==> src/rtl/oscst_pkg.sv <==
// Package with register map, field positions and reset values of the oscillator status block
package oscst_pkg;

  // Register byte offsets on APB
  localparam logic [11:0] OSCST_STATUS_OFF   = 12'h000;
  localparam logic [11:0] OSCST_EVT_OFF      = 12'h004;
  localparam logic [11:0] OSCST_MASK_OFF     = 12'h008;

  // Field positions of the status register
  localparam int OSCST_POS_UNUSED   = 7;
  localparam int OSCST_POS_MULT_RDY = 6;
  localparam int OSCST_POS_STARTUP  = 5;
  localparam int OSCST_POS_HF_RDY   = 4;
  localparam int OSCST_POS_HF_LOCK  = 3;
  localparam int OSCST_POS_MF_RDY   = 2;
  localparam int OSCST_POS_LF_RDY   = 1;
  localparam int OSCST_POS_HF_STAB  = 0;

  // Reset values
  localparam logic [7:0]  OSCST_STATUS_RST   = 8'h00;
  localparam logic [7:0]  OSCST_EVT_RST      = 8'h00;
  localparam logic [7:0]  OSCST_MASK_RST     = 8'h00;
  localparam logic [31:0] OSCST_RDATA_RST    = 32'h0000_0000;

  // Implemented bits of the status layout; bit 7 reads zero
  localparam logic [7:0]  OSCST_IMPL_MASK    = 8'h7f;

  // Synchroniser depth
  localparam int OSCST_SYNC_STAGES = 3;

  // Hardware flag inputs, grouped
  typedef struct packed {
    logic mult_ready;
    logic startup_timer_state;
    logic hf_osc_ready;
    logic hf_osc_locked;
    logic mf_osc_ready;
    logic lf_osc_ready;
    logic hf_osc_stable;
  } oscst_flags_t;

endpackage

==> src/rtl/oscst_sync.sv <==
// Three-stage synchroniser with agreement filter for one asynchronous flag
`timescale 1ns/100ps
`default_nettype none
module oscst_sync (
  input  wire logic pclk,
  input  wire logic presetn,
  input  wire logic async_in,
  output var  logic level_out
);
  import oscst_pkg::*;

  logic [OSCST_SYNC_STAGES-1:0] stage_r;
  logic                         level_r;

  // A change is accepted only once stages two and three agree
  wire agree = (stage_r[1] == stage_r[2]);

  always_ff @(posedge pclk or negedge presetn) begin
    if (!presetn) begin
      stage_r <= '0;
      level_r <= 1'b0;
    end else begin
      stage_r <= {stage_r[1:0], async_in};
      if (agree) begin
        level_r <= stage_r[2];
      end
    end
  end

  assign level_out = level_r;
endmodule
`default_nettype wire

==> src/rtl/oscst_top.sv <==
// APB status register reporting oscillator, multiplier and start-up timer flags
//
// Contract
// - Bit 7 of the status register always reads zero.
// - Bit 5 reads one when running from the configured clock source.
// - Bit 4 reads one when the high-frequency oscillator is ready.
// - Bit 3 reads one when the high-frequency oscillator is within 2 percent.
// - Bit 2 reads one when the medium-frequency oscillator is ready.
// - Bit 1 reads one when the low-frequency oscillator is ready.
// - Bit 0 reads one when the high-frequency oscillator is within 0.5 percent.
//
// Added by the designer: the register addresses and register access over APB.
`timescale 1ns/100ps
`default_nettype none
module oscst_top (
  input  wire logic                   pclk,
  input  wire logic                   presetn,
  input  wire logic                   psel,
  input  wire logic                   penable,
  input  wire logic                   pwrite,
  input  wire logic [11:0]            paddr,
  input  wire logic [31:0]            pwdata,
  input  wire logic [3:0]             pstrb,
  output var  logic [31:0]            prdata,
  output logic                        pready,
  output logic                        pslverr,
  input  wire oscst_pkg::oscst_flags_t hw_flags,
  output logic                        irq
);
  import oscst_pkg::*;

  // Flags come from other clock domains, so each is synchronised
  logic [6:0] raw_flags;
  logic [6:0] sync_flags;
  assign raw_flags = hw_flags;

  genvar gi;
  generate
    for (gi = 0; gi < 7; gi++) begin : g_sync
      oscst_sync u_sync (
        .pclk      (pclk),
        .presetn   (presetn),
        .async_in  (raw_flags[gi]),
        .level_out (sync_flags[gi])
      );
    end
  endgenerate

  // Status view; bit 7 is unimplemented
  wire [7:0] status_view = {1'b0, sync_flags} & OSCST_IMPL_MASK;

  // Field mapping, kept explicit for clarity of bit positions
  wire mult_rdy_bit = status_view[OSCST_POS_MULT_RDY];
  wire startup_bit  = status_view[OSCST_POS_STARTUP];
  wire hf_rdy_bit   = status_view[OSCST_POS_HF_RDY];
  wire hf_lock_bit  = status_view[OSCST_POS_HF_LOCK];
  wire mf_rdy_bit   = status_view[OSCST_POS_MF_RDY];
  wire lf_rdy_bit   = status_view[OSCST_POS_LF_RDY];
  wire hf_stab_bit  = status_view[OSCST_POS_HF_STAB];
  wire [7:0] status_word = {1'b0, mult_rdy_bit, startup_bit, hf_rdy_bit,
                            hf_lock_bit, mf_rdy_bit, lf_rdy_bit, hf_stab_bit};

  // Change detection: any toggle of a flag is an event
  logic [7:0] prev_r;
  wire  [7:0] change = status_word ^ prev_r;

  // APB decode
  function automatic logic addr_hit(input logic [11:0] a, input logic [11:0] off);
    return a == off;
  endfunction

  wire acc       = psel & penable;
  wire wr_acc    = acc & pwrite;
  wire hit_stat  = addr_hit(paddr, OSCST_STATUS_OFF);
  wire hit_evt   = addr_hit(paddr, OSCST_EVT_OFF);
  wire hit_mask  = addr_hit(paddr, OSCST_MASK_OFF);
  wire mapped    = hit_stat | hit_evt | hit_mask;
  wire lane0     = pstrb[0];

  // Status is read only; a write there is silently dropped
  wire wr_evt    = wr_acc & hit_evt & lane0;
  wire wr_mask   = wr_acc & hit_mask & lane0;

  logic [7:0] evt_r;
  logic [7:0] evt_nxt;
  logic [7:0] mask_r;

  // Set wins over write-one-to-clear in the same cycle
  assign evt_nxt = (evt_r & ~(wr_evt ? pwdata[7:0] : 8'h00)) | change;

  always_ff @(posedge pclk or negedge presetn) begin
    if (!presetn) begin
      prev_r <= OSCST_STATUS_RST;
      evt_r  <= OSCST_EVT_RST;
      mask_r <= OSCST_MASK_RST;
    end else begin
      prev_r <= status_word;
      evt_r  <= evt_nxt & OSCST_IMPL_MASK;
      if (wr_mask) begin
        mask_r <= pwdata[7:0] & OSCST_IMPL_MASK;
      end
    end
  end

  // Read data registered at the setup phase so it is valid in the access phase
  wire        setup   = psel & ~penable & ~pwrite;
  wire [7:0]  rd_sel  = hit_stat ? status_word :
                        hit_evt  ? evt_r :
                        hit_mask ? mask_r : 8'h00;
  logic [31:0] rdata_r;

  always_ff @(posedge pclk or negedge presetn) begin
    if (!presetn) begin
      rdata_r <= OSCST_RDATA_RST;
    end else if (setup) begin
      rdata_r <= {24'h00_0000, rd_sel};
    end
  end

  assign prdata  = rdata_r;
  assign pready  = 1'b1;
  assign pslverr = acc & ~mapped;
  assign irq     = |(evt_r & mask_r);
endmodule
`default_nettype wire

==> config.mk <==
export PLATFORM = sky130hd
export DESIGN_NAME = oscst_top
export DESIGN_NICKNAME = d
export VERILOG_FILES = /design/src/rtl/oscst_pkg.sv /design/src/rtl/oscst_sync.sv /design/src/rtl/oscst_top.sv
export SDC_FILE = /design/constraint.sdc
export NUM_CORES = 1
export LEC_CHECK = 0
export ABC_CLOCK_PERIOD_IN_PS = 1900
export BUFFER_PORTS_ARGS = -buffer_cell sky130_fd_sc_hd__clkbuf_2
export CORE_UTILIZATION = 39
export DETAILED_ROUTE_END_ITERATION = 16
export PLACE_DENSITY = 0.65
export SLEW_MARGIN = 10
export SYNTH_ARGS = -nofsm -noshare
export SYNTH_HDL_FRONTEND = slang
export SYNTH_SLANG_ARGS = --single-unit
==> constraint.sdc <==
create_clock -name pclk -period 1.9 [get_ports pclk]
set_clock_uncertainty 0.05 [all_clocks]
set_input_delay 0.19 -clock pclk [delete_from_list [all_inputs] [get_ports pclk]]
set_output_delay 0.19 -clock pclk [all_outputs]
set_load 0.02 [all_outputs]
---- Word level (Yosys, flattened, before mapping) ----
Cells that the tools add are included.
word-level totals
  register bits after elaboration ......... 57
  bits in latches ......................... 0
  bits in writable memories ............... 0
  bits in read-only memories .............. 0
  bits of input ports ..................... 60
  output and inout bits ................... 35
  word-level logic and storage cells ...... 52
  memories kept ........................... 0
cells by class
  add/sub/neg operators ................... 0
  multiply operators ...................... 0
  divide/modulo/power cells ............... 0
  $lt $le $gt $ge ......................... 0
  equality and inequality tests ........... 9
  shifts and indexed selects .............. 0
  muxes and demuxes ....................... 4
  bitwise logic cells ..................... 19
  reductions and logical operators ........ 2
operator list
  kind                                                  number
  2-to-1 mux 7 bit                                      4
  AND 7 bit                                             2
  equality test 12 x 3 -> 1 bit, second input constant  1
  equality test 12 x 4 -> 1 bit, second input constant  1
  zero test 12 bit                                      1
  AND 1 bit                                             9
  OR reduction 8 bit                                    1
  equality test 1 bit                                   7
  NOT 7 bit                                             1
  bitwise OR 7 bit                                      1
  bitwise XOR 7 bit                                     1
  NOT 1 bit                                             3
  bitwise OR 1 bit                                      2

---- Depth between registers and ports, before layout ----
Gate-level depths: netlist of the first run.
  word-level depth ........................ 8
  mapped depth ............................ 5
  gate-level depth less buffers ........... 4

---- By module ----
A second synthesis of the first run with hierarchy kept.
second synthesis, totals
  cells, all modules ...................... 171
  area total of the unflattened synthesis .. 2,245.9 sq um
modules (own cells, without submodules)
  module      times used  cells each  area each (sq um)  seq. area each (sq um)
  oscst_top   1           136         1,466.4            700.7
  oscst_sync  7           5           111.4              100.1

---- Worst setup path after synthesis of the first run ----
Ideal clock, no wire load.
  path type ............................... input to register
  from .................................... input port paddr[1]
  to ...................................... register mask_r[0]
  library setup time ...................... 0.127 ns
  arrival time ............................ 1.788 ns
  data required time ...................... 1.723 ns
  path slack .............................. -0.065 ns
  stages .................................. 5
  path buffers ............................ 1
  cells stage by stage .................... or4_4 nor4_4 and2b_1 buf_4 mux2_1
between the ends
  word-level cells in the longest chain between the ends .. 3
RTL lines
  what                           RTL line          source
  from (decl)                    oscst_top.sv:21   input wire logic [11:0] paddr,
  equality test 12 x 4 -> 1 bit  oscst_top.sv:69   return a == off;
  AND 1 bit (2 in series)        oscst_top.sv:82   wire wr_mask = wr_acc & hit_mask & lane0;
  to (signal assigned)           oscst_top.sv:100  mask_r <= pwdata[7:0] & OSCST_IMPL_MASK;
  to (decl)                      oscst_top.sv:86   logic [7:0] mask_r;
Every way passes these cells.
A chain may end at the register's enable or synchronous reset.

---- Worst setup path after layout of the first run ----
  from .................................... input port paddr[10]
  to ...................................... output port pslverr
between the ends
  word-level cells in the longest chain between the ends .. 5
  elaborated cells on any way between the ends .. 7
  classes of those cells .................. eq/ne: 2; bitwise: 4; reduce/logical: 1
RTL lines
  what                                                                      RTL line          source
  equality test 12 x 3 -> 1 bit / zero test 12 bit (equally long branches)  oscst_top.sv:69
  bitwise OR 1 bit                                                          oscst_top.sv:77   wire mapped = hit_stat | hit_evt | hit_mask;
  bitwise OR 1 bit *                                                        oscst_top.sv:77
  NOT 1 bit *                                                               oscst_top.sv:122  assign pslverr = acc & ~mapped;
  AND 1 bit *                                                               oscst_top.sv:122
  to (decl)                                                                 oscst_top.sv:26   output logic pslverr,
Mark *: on every way between the ends. The rest lies on a longest branch, timed or not.

==> results.yml, run 1 <==
grt:
  grt_pass1_wl_um: 6050
  grt.total_usage_pct: 13.0
  overflow: 0
  grt_pass1_vias: 1310
  antenna_found_initial: 0
  grt_max_degree: 57
placed_design:
  dp_hpwl_um: 2510
  port_buffers: 40
  gp_congestion: 0.735
  pre_cts_ws_ns: -0.0491
  placed_cell_area_mm2: 0.00248
  dpl.cell_count: 286
worst_setup_path:
  r2r_start: "g_sync[1].u_sync.level_out$_DFFE_PN0N_"
  cp_num_buf_inv: 3
  critPathTopFamily: "simple AND/OR/NAND/NOR gates"
  path_max_fanout: 4
  cp_slowest_cell: "or4_4"
  cp-end-kind: "primary output"
  r2r_setup_slack_ns: 0.93
  reg2regPathDepth: 1
  critPathCapture: "pslverr"
  cp_num_cells: 6
  critPathMaxStageDelay_ns: 0.55
  cp-startpoint: "paddr[10]"
  required_ns: 1.66
  path_cells: "clkbuf_2, or4_4, buf_4, a2111oi_2, nor2_1, clkbuf_2"
  cp-start-kind: "input pin"
  crit_top_cell: "clkbuf_2"
  critPathKind: "in -> out"
  worstPathArrival_ns: 1.51
  worstReg2RegEnd: "g_sync[1].u_sync.level_out$_DFFE_PN0N_"
sta:
  period_minus_slack_ns: 1.75
  whs_ns: 0.0722
  maxSlewHeadroom_pct: 54.7
  max_freq_mhz: 572
  fin_crit_sh_pct: 92.0
  slew_violations: 0
  hold_viol_final: 0
  worst_pin_slew_ns: 0.679
  fin_ws_ns: 0.152
  setup_viol: 0
  rsz0062_at_grt: "no"
finish:
  instances_no_fill: 302
  diodes: 0
  area_growth_pct: 18.9
  fin_util_pct: 48.3
  final_cell_area_mm2: 0.00266
  final_nets: 289
  num-fill-cells: 522
  layout-drive-gt1-share_pct: 27.4
route:
  first_pass_iters: 4
  wl_per_cell_um: 12.1
  ant_nets: 0
  via_count: 1406
  drt_iter0_drc: 113
  drcViolationCount: 0
  viasPerCell: 4.66
  finalWirelength_um: 3660
clocking:
  cts.path.max_buffers: 2
  cts_tree: "done"
  path_clk_slew_ns: 0.09
  clockRootBuffer: "clkbuf_8"
  clock-sinks: 56
  insertion_delay_ns: 0.30
  post_cts_buffers: 0
  cts_buffers: 5
  cts.htree.levels: 2
floorplan:
  die_h_um: 77.7
  num_rows: 27
  core_area_mm2: 0.00551
  ios: 95
  die_x_um: 77.7
  die_area_mm2: 0.00604
  initial_core_util_pct: 40.6
synthesis:
  yosys.cell_count.top_type: "dfrtp_1"
  synthFlopType: "dfrtp_1"
  synth.cells.most_frequent: "dfrtp_1 (56), buf_4 (27), nand2_1 (15)"
  post_synth_num_cell_types: 29
  syn_inst: 171
  synth_top_area_share_pct: 62.6
  netlist_area_mm2: 0.00224
  synthArstFlopShare_pct: 100
  syn_area_per_cell_um2: 13.1
  synth-seq-area-share_pct: 62.6
  synth_top_area_cell: "dfrtp_1"
  ys_top_cells_by_area: "dfrtp_1 (63%), buf_4 (9.1%), mux2_1 (3.5%), maj3_1 (3.1%), xor2_1 (2.7%)"
  ys_seq_elements: 56
  synth-edff-count: 0
  yosysWarnings: 0
pwr:
  peakVddDrop_uv: 601
  power_density_mw_per_mm2: 837
  total_leakage_power_nw: 1.20
job:
  drv_cap: 0
worst_hold_path:
  hp-class: "in -> reg"
run_status:
  status: "finished clean"
-- where the power goes --
part | switching (W) | leakage (nW) | internal, W
clock network | 0.000357 | 0.0445 | 0.000297
logic | 0.000158 | 0.509 | 0.0000998
registers | 0.0000490 | 0.651 | 0.00127
total | 0.000564 | 1.20 | 0.00166
-- timing repair --
item | 4_1_cts | 5_1_grt
hold endpoints to repair | 63 | 0
resized for setup | 0 | 2
endpoints found under the setup margin | 0 | 1
hold buffers | 8 | 0
-- registers in the layout, indices dropped and copies added, names as in the netlist --
signal and flops:
mask_r 7, g_sync.u_sync.level_out 7, prev_r 7, prdata 7, evt_r 7, g_sync.u_sync.stage_r 21
-- layout make-up --
cell class / instances / area (um2) / area share, %
Timing Repair Buffer: 56 / 353 / 13.3
Inverter: 1 / 3.75 / 0.141
Sequential cell: 56 / 1400 / 52.7
Clock inverter: 1 / 7.51 / 0.282
Tap cell: 72 / 90.1 / 3.39
Clock buffer: 7 / 86.3 / 3.25
Multi-Input combinational cell: 109 / 718 / 27.0
-- cell families (layout without fill, tap and decap cells) --
family | Yosys count | in the layout | share of synthesized area (%)
simple gates | 30 | 30 | 8.72
buf+inv | 30 | 65 | 9.56
other cells | 2 | 26 | 0.336
xor+xnor | 7 | 7 | 2.74
mux | 7 | 7 | 3.52
compound gates | 32 | 32 | 9.34
fa+ha+maj | 7 | 7 | 3.13
flops | 56 | 56 | 62.6
-- cell usage in the layout, fill, tap and decap left out, types with 2 or more instances in the layout --
| cell type | synthesis | routed |
|---|---|---|
| conb_1 | 2 | 26 |
| a21o_1 | 7 | 7 |
| maj3_1 | 7 | 7 |
| clkbuf_8 | 0 | 6 |
| or4_4 | 2 | 2 |
| clkbuf_2 | 0 | 40 |
| buf_4 | 27 | 7 |
| a31oi_1 | 7 | 7 |
| a22oi_1 | 2 | 2 |
| o22ai_1 | 7 | 7 |
| nor4_2 | 2 | 2 |
| o21ai_0 | 7 | 7 |
| nand2_1 | 15 | 15 |
| xor2_1 | 7 | 7 |
| dfrtp_1 | 56 | 56 |
| dlygate4sd3_1 | 0 | 8 |
| mux2_1 | 7 | 7 |
-- worst min path at each step --
stage	startpoint	endpoint	slack (ns)	depth (start not counted)
6_report	pwdata[2]	mask_r[2]$_DFFE_PN0P_	0.07	2
5_1_grt	pwdata[1]	mask_r[1]$_DFFE_PN0P_	0.08	2
4_1_cts	pwdata[6]	mask_r[6]$_DFFE_PN0P_	0.07	2
3_5_place_dp	hw_flags[3]	g_sync[3].u_sync.stage_r[0]$_DFF_PN0_	0.25	1
3_3_place_gp	hw_flags[3]	g_sync[3].u_sync.stage_r[0]$_DFF_PN0_	0.25	1
2_1_floorplan	presetn	evt_r[0]$_DFF_PN0_	-0.16	0
-- routing by layer --
metal | GRT usage [%] | vias to the layer above | wire [um]
met5 | 0 | - | 0
met4 | 6.42 | 0 | 53
met3 | 3.88 | 5 | 235
met2 | 20.2 | 47 | 1650
met1 | 16.6 | 687 | 1720
li1 | - | 667 | -
-- stage by stage --
stage	setup TNS [ns]	power, W
after floorplan	-0.266	0.00152
after global placement	-0.217	0.00158
after detailed placement	-0.286	0.00159
after CTS	0	0.00225
after global routing	0	0.00233
final	0	0.00223
Note: power is estimated with default switching activity, not from simulation.
==> inputs of run 2 (changes only) <==
--- a/config.mk
+++ b/config.mk
@@ -5,11 +5,12 @@
 export SDC_FILE = /design/constraint.sdc
 export NUM_CORES = 1
 export LEC_CHECK = 0
+export ABC_AREA = 1
 export ABC_CLOCK_PERIOD_IN_PS = 1900
 export BUFFER_PORTS_ARGS = -buffer_cell sky130_fd_sc_hd__clkbuf_2
 export CORE_UTILIZATION = 39
 export DETAILED_ROUTE_END_ITERATION = 16
-export PLACE_DENSITY = 0.65
+export PLACE_DENSITY = 0.64
 export SLEW_MARGIN = 10
 export SYNTH_ARGS = -nofsm -noshare
 export SYNTH_HDL_FRONTEND = slang
==> run 2 against run 1 <==
Synthesized area up 9.9%; cell count up 22%; via count up 14%; synthesized cell count up 41%; sequential power down 3%; register-to-register slack about the same; sequential share of layout area down 2.4 points; core utilization down 1.8 points; critical endpoint is now irq; total power down 7.4%; routed wire length up 5.6%; non-clock buffer count down 6.
==> results.yml, run 2 <==
finish:
  regMostFlops: "g_sync.u_sync.stage_r"
  final_nets: 353
  multi_input_area_um2: 821
  seq_area_mm2: 0.00140
  fin_util_pct: 46.5
  final_cell_mix: "dfrtp_1 (56), nand2_1 (54), clkbuf_2 (40)"
  num-fill-cells: 579
  largest_register_ff_count: 21
  layout-drive-gt1-share_pct: 22.5
  area_growth_pct: 13.3
  final_common_cell: "dfrtp_1"
  diodes: 0
floorplan:
  num_rows: 28
  core_area_mm2: 0.00599
  die_x_um: 81.4
  die_h_um: 81.4
  initial_core_util_pct: 41.0
  ios: 95
  die_area_mm2: 0.00663
pwr:
  peakVddDrop_uv: 538
  power_density_mw_per_mm2: 741
  switchingPower_w: 0.000493
  p_int_w: 0.00157
  total_leakage_power_nw: 1.41
  p_sw_share_pct: 23.9
  combPwrFrac_pct: 9.8
  clkPwrFrac_pct: 28.4
  pwr-share-seq_pct: 61.8
synthesis:
  syn_area_per_cell_um2: 10.2
  synthArstFlopShare_pct: 100
  synth_top_area_share_pct: 57.0
  netlist_area_mm2: 0.00246
  yosysWarnings: 0
  ys_top_cells_by_area: "dfrtp_1 (57%), nand2_1 (8.2%), buf_4 (7.9%), nand3_1 (5.7%), inv_1 (3.8%)"
  synth.cells.most_frequent: "dfrtp_1 (56), nand2_1 (54), nand3_1 (28)"
  yosys.cell_count.top_type: "dfrtp_1"
  synth_top_area_cell: "dfrtp_1"
  synthFlopType: "dfrtp_1"
  syn_inst: 241
  post_synth_num_cell_types: 22
  ys_seq_elements: 56
  synth-seq-area-share_pct: 57.0
  synth-edff-count: 0
placed_design:
  gp_congestion: 0.817
  dp_hpwl_um: 2760
  port_buffers: 40
clocking:
  cts.repair.resized: 0
  cts_tree: "done"
  cts.htree.levels: 2
  path_clk_slew_ns: 0.09
  clockRootBuffer: "clkbuf_8"
  insertion_delay_ns: 0.29
  clock-sinks: 56
  post_cts_buffers: 0
  cts_buffers: 5
  hold_buffers: 8
  cts.path.max_buffers: 2
route:
  first_pass_iters: 4
  wl_per_cell_um: 10.5
  drt_iter0_drc: 58
  drcViolationCount: 0
  finalWirelength_um: 3870
  ant_nets: 0
  via_count: 1598
  viasPerCell: 4.34
grt:
  grt_pass1_vias: 1507
  grt_pass1_wl_um: 6630
  grt.total_usage_pct: 13.4
  overflow: 0
  antenna_found_initial: 0
  grt_max_degree: 57
sta:
  rsz0062_at_grt: "no"
  worst_pin_slew_ns: 0.669
  setup_tns_ns: 0
  setup_viol: 0
  slew_violations: 0
  maxSlewHeadroom_pct: 55.4
  fin_crit_sh_pct: 85.9
  hold_viol_final: 0
  max_freq_mhz: 613
  period_minus_slack_ns: 1.63
worst_setup_path:
  r2r_setup_slack_ns: 0.94
  critPathKind: "reg -> out"
  path_max_fanout: 3
  cp-start-kind: "flop"
  cp-end-kind: "primary output"
  required_ns: 1.66
  worstPathArrival_ns: 1.39
run_status:
  status: "finished clean"
worst_hold_path:
  hp-class: "in -> reg"
job:
  drv_cap: 0
-- run 2: area by class of cell --
class                   count  area share [%]
clock inverters             1           0.180
clock buffers               6            2.60
well taps                  75            3.37
multi-input cells         154            29.5
repair buffers             50            10.6
inverters                  26            3.50
flip-flops and latches     56            50.3
-- run 2: worst paths after layout --
kind | startpoint | endpoint | depth (start not counted)
min reg2reg | g_sync[0].u_sync.stage_r[0]$_DFF_PN0_ | g_sync[0].u_sync.stage_r[1]$_DFF_PN0_ | 0
min in group asynchronous | presetn | g_sync[0].u_sync.stage_r[0]$_DFF_PN0_ | 3
max reg2reg | g_sync[1].u_sync.level_out$_DFFE_PN0N_ | g_sync[1].u_sync.level_out$_DFFE_PN0N_ | 1
max in group asynchronous | presetn | g_sync[4].u_sync.level_out$_DFFE_PN0N_ | 3
max | mask_r[3]$_DFFE_PN0P_ | irq | 5
min | pwdata[5] | mask_r[5]$_DFFE_PN0P_ | 3
-- run 2: logic make-up (layout without fill, tap and decap cells) --
kind of cell               Yosys count  in the layout  share of synthesized area (%)
AOI/OAI and AO/OA                   17             17                           4.68
xor gates and xnor gates             7              7                           2.49
adders and majority gates            7              7                           2.85
buffers and inverters               55             83                           13.3
DFF                                 56             56                           57.0
other                                2             26                          0.305
and+or+nand+nor                     97             97                           19.4
-- run 2: routing by layer --
metal  GRT usage, %  wire length, um  vias to the layer above
met3           3.60              226                        6
met5              0                0                        -
met1           16.7             1780                      720
met4           5.89               70                        0
li1               -                -                      810
met2           21.8             1800                       62
-- run 2: per-stage QoR --
step           instance area, um2  total power [W]  hold slack, ns  setup WS [ns]  std cells
2_1_floorplan                2550          0.00145          -0.156          0.739        265
3_5_place_dp                 2630          0.00149           0.250          0.504        353
6_report                     2790          0.00206          0.0896          0.269        368
4_1_cts                      2790          0.00211          0.0721          0.229        368
3_3_place_gp                 2630          0.00149           0.249          0.519        353
5_1_grt                      2790          0.00218          0.0932          0.138        368
-- run 2: critical path, cell delays in order, from the launching register on --
cell      delay (ns)
dfrtp_1         0.41
nand2_1         0.07
nand2_1         0.06
a221oi_1        0.25
nand4_1         0.12
clkbuf_2        0.18
-- run 2: power groups by stage --
stage	Sequential (W)	Combinational, W	Clock, W
after floorplan	0.00129	0.000161	0
after global routing	0.00128	0.000230	0.000662
after detailed placement	0.00130	0.000192	0
final	0.00128	0.000201	0.000587
after CTS	0.00128	0.000205	0.000628
after global placement	0.00130	0.000190	0
==> inputs of run 3 (changes only) <==
--- a/config.mk
+++ b/config.mk
@@ -10,6 +10,7 @@
 export BUFFER_PORTS_ARGS = -buffer_cell sky130_fd_sc_hd__clkbuf_2
 export CORE_UTILIZATION = 39
 export DETAILED_ROUTE_END_ITERATION = 16
+export GPL_TIMING_DRIVEN = 0
 export PLACE_DENSITY = 0.64
 export SLEW_MARGIN = 10
 export SYNTH_ARGS = -nofsm -noshare
==> run 3 against run 2 <==
Non-clock buffer count grew 27; highest routed layer unchanged; clock-buffer cell count shrank 1; global-route usage grew 0.77 points; sequential share of layout area shrank 3.5 points; critical path depth is the same; largest cell class unchanged; critical endpoint unchanged; core utilization grew 3.5 points; first-iteration DRC count grew 97%; routed wire length grew 7.6%; clock power shrank 2%; via count grew 5.2%; fmax shrank 4.2%; critical path type unchanged.
==> results.yml, run 3 (synthesis results as in run 2) <==
pwr:
  power_density_mw_per_mm2: 700
  clkPwrFrac_pct: 27.5
  peakVddDrop_uv: 535
  p_sw_share_pct: 24.0
  pwr-share-seq_pct: 60.9
  p_int_w: 0.00159
  switchingPower_w: 0.000503
  total_leakage_power_nw: 1.55
  combPwrFrac_pct: 11.6
finish:
  regMostFlops: "g_sync.u_sync.stage_r"
  layout-drive-gt1-share_pct: 28.9
  instances_no_fill: 393
  seq_area_mm2: 0.00140
  multi_input_area_um2: 821
  largest_register_ff_count: 21
  diodes: 0
  final_common_cell: "dfrtp_1"
  final_nets: 380
  num-fill-cells: 577
  area_growth_pct: 21.8
  final_cell_mix: "dfrtp_1 (56), nand2_1 (54), clkbuf_2 (39)"
clocking:
  cts_tree: "done"
  clockRootBuffer: "clkbuf_8"
  post_cts_buffers: 0
  hold_buffers: 8
  insertion_delay_ns: 0.30
  path_clk_slew_ns: 0.08
  cts.repair.resized: 0
  cts_buffers: 5
  cts.path.max_buffers: 2
  cts.htree.levels: 2
  clock-sinks: 56
worst_setup_path:
  required_ns: 1.66
  critPathKind: "reg -> out"
  worstPathArrival_ns: 1.46
  r2r_start: "g_sync[3].u_sync.level_out$_DFFE_PN0N_"
  cp-end-kind: "primary output"
  worstReg2RegEnd: "g_sync[3].u_sync.level_out$_DFFE_PN0N_"
  r2r_setup_slack_ns: 0.94
  cp-start-kind: "flop"
  reg2regPathDepth: 1
  path_max_fanout: 3
floorplan:
  num_rows: 28
  initial_core_util_pct: 41.0
  die_x_um: 81.4
  die_h_um: 81.4
  ios: 95
  core_area_mm2: 0.00599
  die_area_mm2: 0.00663
placed_design:
  dp_hpwl_um: 3010
  dpl.cell_count: 380
  gp_congestion: 0.822
  port_buffers: 40
sta:
  setup_viol: 0
  rsz0062_at_grt: "no"
  slew_violations: 0
  hold_viol_final: 0
  worst_pin_slew_ns: 0.739
  fin_crit_sh_pct: 89.6
  maxSlewHeadroom_pct: 50.7
  setup_tns_ns: 0
  max_freq_mhz: 587
  period_minus_slack_ns: 1.70
route:
  finalWirelength_um: 4160
  ant_nets: 0
  wl_per_cell_um: 10.6
  drt_iter0_drc: 114
  via_count: 1681
  viasPerCell: 4.28
  first_pass_iters: 4
  drcViolationCount: 0
worst_hold_path:
  hp-class: "in -> reg"
  hold_depth: 3
  min_to: "mask_r[5]$_DFFE_PN0P_"
  hold_start: "pwdata[5]"
grt:
  grt_pass1_vias: 1532
  grt_pass1_wl_um: 6900
  antenna_found_initial: 0
  overflow: 0
  grt.total_usage_pct: 14.2
  grt_max_degree: 57
run_status:
  status: "finished clean"
job:
  drv_cap: 0
==> run 3: changes by cell type in the layout (fill, tap and decap cells not counted) <==
cell / previous run / this run
clkinv_2: 1 / 0
buf_4: 2 / 26
clkbuf_2: 40 / 39
clkbuf_4: 0 / 1
clkbuf_1: 1 / 0
buf_6: 0 / 3
==> run 3: worst max-delay path: stages, from the launching register on <==
cell	delay, ns
dfrtp_1	0.40
nand2_1	0.07
nand2_1	0.06
a221oi_1	0.28
nand4_1	0.16
clkbuf_2	0.19
==> run 3: final cells by class <==
| class | count | area share (%) |
|---|---|---|
| multi-input cells | 154 | 27.4 |
| well taps | 75 | 3.13 |
| plain buffers | 29 | 7.65 |
| flip-flops and latches | 56 | 46.8 |
| inverters | 26 | 3.26 |
| clock buffers | 5 | 2.30 |
| repair buffers | 48 | 9.44 |
==> run 3: power groups by stage <==
stage | combinational, W | sequential (W) | clock (W)
4_1_cts | 0.000245 | 0.00128 | 0.000602
3_5_place_dp | 0.000232 | 0.00130 | 0
6_report | 0.000243 | 0.00128 | 0.000576
5_1_grt | 0.000273 | 0.00128 | 0.000643
3_3_place_gp | 0.000230 | 0.00130 | 0
2_1_floorplan | 0.000161 | 0.00129 | 0
==> run 3: how the worst max path moves through the flow <==
stage | startpoint | endpoint | slack [ns] | depth (start not counted)
6_report | mask_r[3]$_DFFE_PN0P_ | irq | 0.20 | 5
4_1_cts | mask_r[3]$_DFFE_PN0P_ | irq | 0.19 | 5
2_1_floorplan | mask_r[3]$_DFFE_PN0P_ | irq | 0.74 | 4
3_3_place_gp | presetn | g_sync[5].u_sync.level_out$_DFFE_PN0N_ | 0.43 | 1
3_5_place_dp | paddr[3] | evt_r[4]$_DFF_PN0_ | 0.48 | 7
5_1_grt | mask_r[3]$_DFFE_PN0P_ | irq | 0.13 | 5
==> run 3: routing by layer <==
layer	part of all wire, %	GRT usage, %	wire, um	up-vias
li1	-	-	-	859
met2	45	22.5	1890	58
met5	0	0	0	-
met4	1.8	6.43	74	0
met3	6.5	3.60	271	8
met1	46	18.2	1920	756
==> run 3: through the flow <==
| stage | utilization [%] | setup slack [ns] | hold WS [ns] | area [um2] | power [W] |
|---|---|---|---|---|---|
| after floorplan | - | 0.739 | -0.156 | 2550 | 0.00145 |
| after global placement | 47.5 | 0.432 | 0.248 | 2840 | 0.00153 |
| after detailed placement | 47.5 | 0.479 | 0.250 | 2850 | 0.00153 |
| after CTS | 50.0 | 0.186 | 0.0828 | 2990 | 0.00213 |
| after global routing | 50.0 | 0.132 | 0.0863 | 2990 | 0.00220 |
| final | 50.0 | 0.197 | 0.0901 | 2990 | 0.00210 |
